### src/hw/snooze_pkg.sv
// Purpose: Shared constants and types for the alarm, snooze and wake sequencer
// Assumes: 100 MHz pclk, APB register access, mains pulses on a pin
// Notes: Offsets are byte addresses of 32-bit words
package snooze_pkg;
  localparam logic [7:0] OFF_CTRL = 8'h00;
  localparam logic [7:0] OFF_STATUS = 8'h04;
  localparam logic [7:0] OFF_TIME = 8'h08;
  localparam logic [7:0] OFF_ALARM = 8'h0C;
  localparam logic [7:0] OFF_SLEEP = 8'h10;
  localparam int CTRL_BUZZER = 0;
  localparam int CTRL_DELAY = 1;
  localparam int CTRL_TAPE = 2;
  localparam logic [2:0] CTRL_RESET = 3'h0;
  localparam logic [6:0] SLEEP_RESET = 7'h3C;
  localparam int ST_ACTIVE = 0;
  localparam int ST_PHASE = 1;
  localparam int ST_FMT12 = 3;
  localparam int ST_HZ60 = 4;
  localparam int ST_SLEEP = 5;
  localparam int ST_STOPPED = 6;
  localparam int TM_MIN = 0;
  localparam int TM_HR = 8;
  localparam int CLK_HZ = 100000000;
  localparam int DEBOUNCE_MS = 20;
  localparam int DEBOUNCE_CYC = DEBOUNCE_MS * (CLK_HZ / 1000);
  localparam logic [2:0] SNOOZE_MIN = 3'h5;
  localparam logic [6:0] TIMEOUT_MIN = 7'h50;
  localparam logic [6:0] SLEEP_MAX_MIN = 7'h78;
  localparam logic [5:0] DIV50_MAX = 6'h31;
  localparam logic [5:0] DIV60_MAX = 6'h3B;
  localparam logic [5:0] SEC_MAX = 6'h3B;
  localparam logic [5:0] MIN_MAX = 6'h3B;
  localparam logic [5:0] HR_MAX = 6'h17;
  localparam logic [2:0] STRAP_WAIT = 3'h7;
  localparam int BTN_SNOOZE = 1;
  localparam int BTN_SLEEP = 0;

  typedef enum logic [1:0] {PH_IDLE, PH_LOUD, PH_LOW, PH_OFF} phase_t;

  typedef struct packed {
    logic mains;
    logic set_time_n;
    logic set_alarm_n;
    logic snooze_cancel_input_n;
    logic sleep_initiate_input_n;
    logic wake1_i;
    logic wake2_i;
  } pins_t;
endpackage : snooze_pkg

### src/hw/alarm_snooze_wake_sequencer.sv
// Purpose: Alarm, snooze, sleep and wake-output sequencing of a clock-radio timekeeper
// Assumes: pins are asynchronous, buttons are active low, wake and sleep pins are open drain
// Notes: Summary of operation follows
`timescale 1ns/10ps
`default_nettype none

module alarm_snooze_wake_sequencer #(
  parameter int DEBOUNCE_CYCLES = snooze_pkg::DEBOUNCE_CYC
) (
  input wire logic pclk,
  input wire logic presetn,
  input wire logic psel,
  input wire logic penable,
  input wire logic pwrite,
  input wire logic [31:0] paddr,
  input wire logic [31:0] pwdata,
  output logic [31:0] prdata,
  output logic pready,
  output logic pslverr,
  input wire snooze_pkg::pins_t pins,
  output logic wake1_o,
  output logic wake1_oe_n,
  output logic wake2_o,
  output logic wake2_oe_n,
  output logic sleep_o,
  output logic sleep_oe_n,
  output logic radio_on,
  output logic radio_low_volume,
  output logic buzzer_on
);
  import snooze_pkg::*;

  localparam int DBW = $clog2(DEBOUNCE_CYCLES + 1);

  function automatic logic [5:0] inc_wrap(input logic [5:0] v, input logic [5:0] max);
    inc_wrap = (v == max) ? 6'h00 : v + 6'h01;
  endfunction : inc_wrap

  // Input synchronisers, three stages plus an agreement stage
  logic [6:0] s1, s2, s3, sq, next_sq;
  pins_t in_s;
  genvar g;
  for (g = 0; g < 7; g++) begin : g_sync
    assign next_sq[g] = (s2[g] == s3[g]) ? s3[g] : sq[g];
  end
  assign in_s = sq;

  always_ff @(posedge pclk or negedge presetn) begin
    if (!presetn) begin
      s1 <= 7'h7F;
      s2 <= 7'h7F;
      s3 <= 7'h7F;
      sq <= 7'h7F;
    end else begin
      s1 <= pins;
      s2 <= s1;
      s3 <= s2;
      sq <= next_sq;
    end
  end

  // Button debounce; a long hold gives one press only
  logic [1:0] btn_n;
  logic [1:0] press;
  assign btn_n = {in_s.snooze_cancel_input_n, in_s.sleep_initiate_input_n};
  for (g = 0; g < 2; g++) begin : g_deb
    logic [DBW-1:0] cnt, next_cnt;
    logic low, next_low, pr, next_pr;
    always_comb begin
      next_cnt = cnt;
      next_low = low;
      if (btn_n[g]) begin
        next_cnt = '0;
        next_low = 1'b0;
      end else if (cnt == DBW'(DEBOUNCE_CYCLES)) begin
        next_low = 1'b1;
      end else begin
        next_cnt = cnt + DBW'(1);
      end
      next_pr = next_low & ~low;
    end
    always_ff @(posedge pclk or negedge presetn) begin
      if (!presetn) begin
        cnt <= '0;
        low <= 1'b0;
        pr <= 1'b0;
      end else begin
        cnt <= next_cnt;
        low <= next_low;
        pr <= next_pr;
      end
    end
    assign press[g] = pr;
  end

  // Capture runs past the synchroniser fill, else the reset value is taken as the strap
  logic [2:0] strap_cnt, next_strap_cnt;
  logic fmt12, next_fmt12, hz60, next_hz60;
  always_comb begin
    next_strap_cnt = strap_cnt;
    next_fmt12 = fmt12;
    next_hz60 = hz60;
    if (strap_cnt != STRAP_WAIT) begin
      next_strap_cnt = strap_cnt + 3'h1;
      next_fmt12 = in_s.wake1_i;
      next_hz60 = in_s.wake2_i;
    end
  end
  always_ff @(posedge pclk or negedge presetn) begin
    if (!presetn) begin
      strap_cnt <= 3'h0;
      fmt12 <= 1'b0;
      hz60 <= 1'b0;
    end else begin
      strap_cnt <= next_strap_cnt;
      fmt12 <= next_fmt12;
      hz60 <= next_hz60;
    end
  end

  // Time base and time or alarm setting
  logic time_set, alarm_set, alarm_req;
  assign time_set = ~in_s.set_time_n & in_s.set_alarm_n;
  assign alarm_set = in_s.set_time_n & ~in_s.set_alarm_n;
  assign alarm_req = ~in_s.set_time_n & ~in_s.set_alarm_n;

  logic mains_prev, next_mains_prev, stopped, next_stopped, min_tick, next_min_tick;
  logic [5:0] div, next_div, sec, next_sec, tmin, next_tmin, thr, next_thr;
  logic [5:0] amin, next_amin, ahr, next_ahr;
  always_comb begin
    next_mains_prev = in_s.mains;
    next_div = div;
    next_sec = sec;
    next_tmin = tmin;
    next_thr = thr;
    next_amin = amin;
    next_ahr = ahr;
    next_stopped = stopped & time_set;
    next_min_tick = 1'b0;
    if (in_s.mains & ~mains_prev & ~stopped) begin
      next_div = inc_wrap(div, hz60 ? DIV60_MAX : DIV50_MAX);
      if (div == (hz60 ? DIV60_MAX : DIV50_MAX)) begin
        next_sec = inc_wrap(sec, SEC_MAX);
        if (sec == SEC_MAX) begin
          next_min_tick = 1'b1;
          next_tmin = inc_wrap(tmin, MIN_MAX);
          if (tmin == MIN_MAX) begin
            next_thr = inc_wrap(thr, HR_MAX);
          end
        end
      end
    end
    // Setting beats the running count, and minutes never carry
    if (time_set & press[BTN_SLEEP]) begin
      next_thr = inc_wrap(thr, HR_MAX);
    end
    if (time_set & press[BTN_SNOOZE]) begin
      next_tmin = inc_wrap(tmin, MIN_MAX);
      next_sec = 6'h00;
      next_div = 6'h00;
      next_stopped = 1'b1;
      next_min_tick = 1'b0;
    end
    if (alarm_set & press[BTN_SLEEP]) begin
      next_ahr = inc_wrap(ahr, HR_MAX);
    end
    if (alarm_set & press[BTN_SNOOZE]) begin
      next_amin = inc_wrap(amin, MIN_MAX);
    end
  end
  always_ff @(posedge pclk or negedge presetn) begin
    if (!presetn) begin
      mains_prev <= 1'b1;
      div <= 6'h00;
      sec <= 6'h00;
      tmin <= 6'h00;
      thr <= 6'h00;
      amin <= 6'h00;
      ahr <= 6'h00;
      stopped <= 1'b0;
      min_tick <= 1'b0;
    end else begin
      mains_prev <= next_mains_prev;
      div <= next_div;
      sec <= next_sec;
      tmin <= next_tmin;
      thr <= next_thr;
      amin <= next_amin;
      ahr <= next_ahr;
      stopped <= next_stopped;
      min_tick <= next_min_tick;
    end
  end

  // Alarm and snooze sequencer
  logic [2:0] ctrl, next_ctrl;
  logic [6:0] sleep_per, next_sleep_per;
  logic active, next_active, alt, next_alt, first, next_first, buzz_q, next_buzz_q;
  phase_t phase, next_phase;
  logic [2:0] five, next_five;
  logic [6:0] tout, next_tout, scnt, next_scnt;
  logic hit, point;
  assign hit = min_tick & alarm_req & ~active & (thr == ahr) & (tmin == amin);
  assign point = min_tick & (five == SNOOZE_MIN - 3'h1);

  always_comb begin
    next_active = active;
    next_phase = phase;
    next_alt = alt;
    next_first = first;
    next_five = five;
    next_tout = tout;
    next_scnt = scnt;
    next_buzz_q = ctrl[CTRL_BUZZER];
    if (min_tick && scnt != 7'h00) begin
      next_scnt = scnt - 7'h01;
    end
    if (!alarm_req) begin
      next_active = 1'b0;
      next_phase = PH_IDLE;
    end else if (hit) begin
      next_active = 1'b1;
      next_phase = PH_LOUD;
      next_five = 3'h0;
      next_tout = 7'h00;
      next_alt = 1'b0;
      next_first = 1'b1;
      if (ctrl[CTRL_TAPE]) begin
        next_scnt = sleep_per;
      end
    end else if (active) begin
      if (buzz_q & ~ctrl[CTRL_BUZZER]) begin
        next_alt = 1'b1;
      end
      if (min_tick) begin
        next_five = point ? 3'h0 : five + 3'h1;
        next_tout = tout + 7'h01;
        if (tout == TIMEOUT_MIN - 7'h01) begin
          next_active = 1'b0;
          next_phase = PH_IDLE;
        end else if (point && phase != PH_LOUD) begin
          next_phase = PH_LOUD;
        end
      end
      if (press[BTN_SNOOZE]) begin
        next_tout = 7'h00;
        next_first = 1'b0;
        next_active = 1'b1;
        if (first & ctrl[CTRL_DELAY]) begin
          next_phase = PH_OFF;
        end else begin
          unique case (phase)
            PH_LOUD: next_phase = PH_LOW;
            PH_LOW: next_phase = (alt & ~ctrl[CTRL_BUZZER]) ? PH_LOUD : PH_OFF;
            PH_OFF: next_phase = PH_LOW;
            PH_IDLE: next_phase = PH_LOUD;
          endcase
        end
      end
    end
    if (!active && !time_set && !alarm_set) begin
      if (press[BTN_SLEEP]) begin
        next_scnt = (scnt != 7'h00) ? 7'h00 : sleep_per;
      end else if (press[BTN_SNOOZE]) begin
        next_scnt = 7'h00;
      end
    end
  end
  always_ff @(posedge pclk or negedge presetn) begin
    if (!presetn) begin
      active <= 1'b0;
      phase <= PH_IDLE;
      alt <= 1'b0;
      first <= 1'b0;
      five <= 3'h0;
      tout <= 7'h00;
      scnt <= 7'h00;
      buzz_q <= 1'b0;
    end else begin
      active <= next_active;
      phase <= next_phase;
      alt <= next_alt;
      first <= next_first;
      five <= next_five;
      tout <= next_tout;
      scnt <= next_scnt;
      buzz_q <= next_buzz_q;
    end
  end

  // Pin and audio drive; open-drain enables are low while pulling the pin low
  logic loud;
  assign loud = active & (phase == PH_LOUD);
  always_ff @(posedge pclk or negedge presetn) begin
    if (!presetn) begin
      wake1_o <= 1'b0;
      wake2_o <= 1'b0;
      sleep_o <= 1'b0;
      wake1_oe_n <= 1'b1;
      wake2_oe_n <= 1'b1;
      sleep_oe_n <= 1'b1;
      radio_on <= 1'b0;
      radio_low_volume <= 1'b0;
      buzzer_on <= 1'b0;
    end else begin
      wake1_o <= 1'b0;
      wake2_o <= 1'b0;
      sleep_o <= 1'b0;
      wake1_oe_n <= ~active;
      wake2_oe_n <= ~loud;
      sleep_oe_n <= (scnt == 7'h00);
      radio_on <= (loud & ~ctrl[CTRL_BUZZER]) | (active & phase == PH_LOW);
      radio_low_volume <= active & (phase == PH_LOW);
      buzzer_on <= loud & ctrl[CTRL_BUZZER];
    end
  end

  // APB slave, answers in the second access cycle
  logic next_pready, next_pslverr, hit_map;
  logic [31:0] next_prdata, rd;
  assign hit_map = (paddr[31:8] == 24'h000000) &
                   (paddr[7:0] == OFF_CTRL || paddr[7:0] == OFF_STATUS || paddr[7:0] == OFF_TIME ||
                    paddr[7:0] == OFF_ALARM || paddr[7:0] == OFF_SLEEP);
  always_comb begin
    rd = 32'h00000000;
    unique case (paddr[7:0])
      OFF_CTRL: rd[2:0] = ctrl;
      OFF_STATUS: begin
        rd[ST_ACTIVE] = active;
        rd[ST_PHASE +: 2] = phase;
        rd[ST_FMT12] = fmt12;
        rd[ST_HZ60] = hz60;
        rd[ST_SLEEP] = (scnt != 7'h00);
        rd[ST_STOPPED] = stopped;
      end
      OFF_TIME: begin
        rd[TM_MIN +: 6] = tmin;
        rd[TM_HR +: 6] = thr;
      end
      OFF_ALARM: begin
        rd[TM_MIN +: 6] = amin;
        rd[TM_HR +: 6] = ahr;
      end
      OFF_SLEEP: rd[6:0] = sleep_per;
      default: rd = 32'h00000000;
    endcase
    if (!hit_map) begin
      rd = 32'h00000000;
    end
    next_pready = psel & penable & ~pready;
    next_pslverr = psel & penable & ~pready & ~hit_map;
    next_prdata = (psel & penable & ~pready & ~pwrite) ? rd : prdata;
    next_ctrl = ctrl;
    next_sleep_per = sleep_per;
    if (psel & penable & pready & pwrite & hit_map) begin
      if (paddr[7:0] == OFF_CTRL) begin
        next_ctrl = pwdata[2:0];
      end
      if (paddr[7:0] == OFF_SLEEP) begin
        // Larger periods clamp to the longest sleep the timer supports
        next_sleep_per = (pwdata[6:0] > SLEEP_MAX_MIN) ? SLEEP_MAX_MIN : pwdata[6:0];
      end
    end
  end
  always_ff @(posedge pclk or negedge presetn) begin
    if (!presetn) begin
      pready <= 1'b0;
      pslverr <= 1'b0;
      prdata <= 32'h00000000;
      ctrl <= CTRL_RESET;
      sleep_per <= SLEEP_RESET;
    end else begin
      pready <= next_pready;
      pslverr <= next_pslverr;
      prdata <= next_prdata;
      ctrl <= next_ctrl;
      sleep_per <= next_sleep_per;
    end
  end

endmodule : alarm_snooze_wake_sequencer

`default_nettype wire

### config.mk
export PLATFORM = sky130hd
export DESIGN_NAME = alarm_snooze_wake_sequencer
export DESIGN_NICKNAME = d
export VERILOG_FILES = /design/src/hw/snooze_pkg.sv /design/src/hw/alarm_snooze_wake_sequencer.sv
export SDC_FILE = /design/constraint.sdc
export NUM_CORES = 1
export LEC_CHECK = 0
export ABC_AREA = 1
export BUFFER_PORTS_ARGS = -buffer_cell sky130_fd_sc_hd__buf_2
export CELL_PAD_IN_SITES_DETAIL_PLACEMENT = 2
export CELL_PAD_IN_SITES_GLOBAL_PLACEMENT = 2
export CORE_MARGIN = 5
export CORE_UTILIZATION = 35
export CTS_BUF_LIST = sky130_fd_sc_hd__clkbuf_8
export CTS_CLUSTER_DIAMETER = 120
export DETAILED_ROUTE_END_ITERATION = 10
export PLACE_DENSITY_LB_ADDON = 0.1
export REMOVE_ABC_BUFFERS = 1
export SYNTH_ARGS = -nofsm -noshare
export SYNTH_HDL_FRONTEND = slang
export SYNTH_SLANG_ARGS = --single-unit
### constraint.sdc
create_clock -name pclk -period 1.8 [get_ports pclk]
set_input_delay 0.36 -clock pclk [delete_from_list [all_inputs] [get_ports pclk]]
set_output_delay 0.36 -clock pclk [all_outputs]
set_load 0.03 [all_outputs]
# Word level (Yosys, flattened, before mapping)
# Cells that the tools add are included.
# totals
regBits,191
latch_bits,0
mem_bits_rw,0
rom_bits,0
inputBits,76
out_inout_bits,43
elab_cells,255
memories,0
# classes
add_sub_neg,12
mul,0
div_mod_pow,0
order_cmp,1
eq_ne,33
shift,0
n_mux,78
n_bitwise,45
reduce_logical,39
# op_table
op,n
$mux 6,20
$mux 7,13
$mux 21,4
$add 21x1->21 const B,2
$eq 21x21->1 const B,2
$add 6x1->6 const B,6
$and 1x1->1,32
$logic_not 24->1,1
$reduce_bool 2->1,11
$mux 1,21
$eq 6x6->1,3
$eq 6x6->1 const B,3
$mux 2,9
$reduce_and 3->1,6
$eq 8x4->1 const B,2
$pmux 3 s5,1
$mux 14,1
$eq 6x5->1 const B,2
$mux 3,4
$not 1->1,12
$pmux 3 s4,1
$pmux 6 s2,1
$eq 8x3->1 const B,1
$eq 8x5->1 const B,1
other kinds (30),49

# Depth between registers and ports, before layout
# depth
word_depth,11
mapped_depth,11
depth_no_buf,11

# Worst setup path after synthesis
# No wires, ideal clock.
# synth_path
path_type,reg-to-reg
startpoint,reg pready
endpoint,reg prdata[3]
setup_ns,0.123
arrival_time_ns,1.459
required_ns,1.677
slack_ns,0.218
stages_incl_launch_ff,6
path_buffers,1
synth_period_minus_slack_ns,1.582
cell_sequence,dfrtp_1 nor3_2 inv_1 clkbuf_1 nand2_1 nand2_1
# synth_between
elab_chain_cells,3
# synth_lines
element,line_no,text
from (decl),alarm_snooze_wake_sequencer.sv:18,"output logic pready,"
from (signal assigned),alarm_snooze_wake_sequencer.sv:373,pready <= next_pready;
$not 1->1,alarm_snooze_wake_sequencer.sv:352,next_prdata = (psel & penable & ~pready & ~pwrite) ? rd : prdata;
$and 1x1->1 (2 in series),alarm_snooze_wake_sequencer.sv:352,
to (signal assigned),alarm_snooze_wake_sequencer.sv:375,prdata <= next_prdata;
to (decl),alarm_snooze_wake_sequencer.sv:17,"output logic [31:0] prdata,"
# No other way between the ends.
# A chain may end at the register's enable or synchronous reset.

# Final worst setup path
# layout_path
startpoint,reg g_deb[0].cnt[1]
endpoint,reg g_deb[0].cnt[18]
# layout_between
elab_chain_cells,3
elab_cells_between_ends,5
classes_between,add/sub: 1; eq/ne: 2; mux: 2
# layout_lines
element,line_no,text
from (decl),alarm_snooze_wake_sequencer.sv:67,"logic [DBW-1:0] cnt, next_cnt;"
from (signal assigned),alarm_snooze_wake_sequencer.sv:88,cnt <= next_cnt;
$add 21x1->21,alarm_snooze_wake_sequencer.sv:78,next_cnt = cnt + DBW'(1);
$mux 21,alarm_snooze_wake_sequencer.sv:75,end else if (cnt == DBW'(DEBOUNCE_CYCLES)) begin
$mux 21,alarm_snooze_wake_sequencer.sv:72,if (btn_n[g]) begin
# Several ways; a longest one is shown, not always the timed one. The select of a mux whose other input is x is not followed.

==> flow_summary.ini <==
[finish]
regArea_um2 = 4360
design_area_um2 = 11100
final_cells = 1680
fillCellCount = 3071
multiInputGateArea_um2 = 4140
layout-drive-gt1-share_pct = 22.8
syn_to_final_growth_pct = 21.7
antenna_cells = 0
fin_nets = 1424

[logic_synthesis]
syn-instance-count = 1153
yosysUniqueCellTypes = 46
syn_area_um2 = 9110
synth.yosys.seq_area_share_pct = 47.7
synth-edff-count = 0
ys_ff_latch = 172
async_flop_share_pct = 100
ys.flop_type = dfrtp_1
yosys_warnings = 0
yosysMostFrequentCell = nand2_1
netlist_top_cells_count = nand2_1, dfrtp_1, inv_1, nor2_1, nand3_1
synth.area.top_cells = dfrtp_1, nand2_1, dfstp_2, inv_1, nand3_1
synth_top_area_share_pct = 37.3
syn_area_per_cell_um2 = 7.91
synth_top_area_cell = dfrtp_1

[placement]
port_buffers = 71
gp_congestion = 0.782
postPlaceCellArea_um2 = 10400
hpwl_mm = 21.4
dp_slack_ps = 7.69
placed_cells = 1627

[setup_path]
crit_fanout = 4
ff2ff_path_depth = 9
start_kind = flop
startpoint = g_deb[0].cnt[1]$_DFFE_PN0P_
critPathKind = reg2reg
r2r-start = g_deb[0].cnt[1]$_DFFE_PN0P_
crit_end = g_deb[0].cnt[18]$_DFFE_PN0P_
cp.arrival_ps = 2110
worstSetupEndpointType = flop
cp_data_required_time_ps = 2200
r2r_setup_slack_ps = 90
reg2reg_to = g_deb[0].cnt[18]$_DFFE_PN0P_

[power_and_ir_drop]
p_per_area_nw_per_um2 = 716
power_switching_mw = 2.31
power_leakage_nw = 5.46
seq_power_share_pct = 52.6
cellInternalPower_mw = 5.64
p_sw_share_pct = 29.0
power_frac_clock_pct = 38.5
combPwrFrac_pct = 8.9
ir_drop_uv = 544

[sta]
relSlewSlack_pct = 66.6
slew_violations = 0
finalWorstSetupSlack_ps = 93.3
post-route-min-period_ps = 1710
fmax_mhz = 586
setup_tns_ps = 0
finalCritPeriodShare_pct = 94.8
setup_viol = 0
fin_hold_ws_ps = 93.5
hold_viol_final = 0
tightest_slew_ps = 500
fin_skew_ps = 15.3
rsz0062_at_grt = true

[grt]
grt_max_degree = 43
grt_pass1_wl_mm = 47.3
grt.total_usage_pct = 19.9
grt_overflow = 0
antenna_found_initial = 0
first_global_vias = 9376

[worst_hold_path]
hold_class = in2reg

[floorplanning]
dieArea_um2 = 29400
ioPinCount = 119
chipHeight_um = 171
core_um2 = 25800
start_util_pct = 35.3
fp-row-count = 59
dieWidth_um = 171

[route]
ant_nets = 0
avgViaCountPerCell = 4.99
wl_mm = 28.1
drc = 0
first_pass_iters = 6
drt-initial-drc-count = 280
wl_per_cell_um = 16.7
vias = 8387

[clock_network]
clk_pin_slew_worst_paths_ps = 110
cts_buffers = 17
cts.sinks = 172
cts_max_level = 4
clk_latency_ps = 480
clockRootBuffer = clkbuf_8
cts_buffer_depth = 2
cts_tree = built

[run]
maxCapViolations = 0

[run_status]
status = completed
[stage by stage]
| step | utilization, % | power (mW) |
|---|---|---|
| after floorplan | - | 4.57 |
| after global placement | 40.3 | 4.89 |
| after detailed placement | 40.3 | 4.93 |
| after CTS | 42.3 | 8.09 |
| after global routing | 42.9 | 8.38 |
| final | 42.9 | 7.94 |
[flip-flops by register name (all words and copies together), names as in the netlist, 7 cells and up]
register	cells
g_deb.cnt	42
sleep_per	7
s3	7
prdata	13
s2	7
tout	7
s1	7
scnt	7
in_s	7
[worst max-delay path, cell delays in order (launching register included)]
cell and delay (ps):
dfrtp_1 420, ha_1 190, nand4_1 150, nor2_2 160, nand2_2 120, nor3_4 230
nand3_1 140, nand2_1 80, nand2_1 50, nor2_1 110
[power by group through the flow]
stage / logic [mW] / registers, mW / clock network [mW]
after global placement: 0.652 / 4.23 / 0
after detailed placement: 0.686 / 4.24 / 0
after global routing: 0.807 / 4.20 / 3.37
after floorplan: 0.362 / 4.21 / 0
after CTS: 0.713 / 4.18 / 3.20
final: 0.706 / 4.18 / 3.06
[area by class of cell]
type,count,area share [%]
clock buffer,18,2.23
clock inverter,14,1.78
inverter,143,4.84
multi-input combinational,825,37.3
sequential,172,39.3
tap,335,3.78
timing repair buffer,173,10.8
[layer usage]
metal / GRT usage (%) / part of all wire [%] / vias up
li1: - / - / 4096
met1: 25.4 / 45 / 4162
met2: 36.0 / 50 / 116
met3: 3.31 / 3.6 / 13
met4: 3.58 / 0.71 / 0
met5: 0 / 0 / -
[worst min-delay path by stage]
stage,cells after the start,endpoint,from
final,3,sleep_per[5]$_DFFE_PN1P_,pwdata[5]
after global routing,3,sleep_per[4]$_DFFE_PN1P_,pwdata[4]
after CTS,3,sleep_per[5]$_DFFE_PN1P_,pwdata[5]
after detailed placement,1,g_deb[0].cnt[10]$_DFFE_PN0P_,presetn
after global placement,1,g_deb[0].cnt[10]$_DFFE_PN0P_,presetn
after floorplan,0,active$_DFF_PN0_,presetn
[timing repair]
item                                    CTS  global route
hold buffers                              8             0
endpoints found under the setup margin    1            41
pin swaps                                 0             6
hold endpoints to repair                 42             0
buffers inserted                          0            13
cloned                                    0             0
resized for setup                         1            22
[cell usage in the layout, fill, tap and decap left out, drive strengths merged, types with 2 or more instances in the layout]
cell and instances:
a211oi 2, ha 16, xnor2 3, a21oi 50, conb 22, nor4 6, dlygate4sd3 8, o21ai 55
mux2 2, o22ai 18, a31oi 5, dfrtp 136, nand2 298, maj3 7, inv 148, nand4 41
clkinv 7, nor3 38, nand3b 2, nor2 136, dfstp 36, nand3 95, buf 165, bufinv 2
clkbuf 18, xor2 20
[cells by family after synthesis]
logic type                 after synthesis  share of synthesized area [%]
adders and majority gates               23                           2.97
buffers and inverters                  177                           8.29
xor gates and xnor gates                23                           2.21
other                                    1                         0.0411
muxes                                    3                          0.357
and+or+nand+nor                        619                           30.3
AOI/OAI and AO/OA                      135                           8.09
DFF                                    172                           47.7
Power figures use the tool's default switching activity.
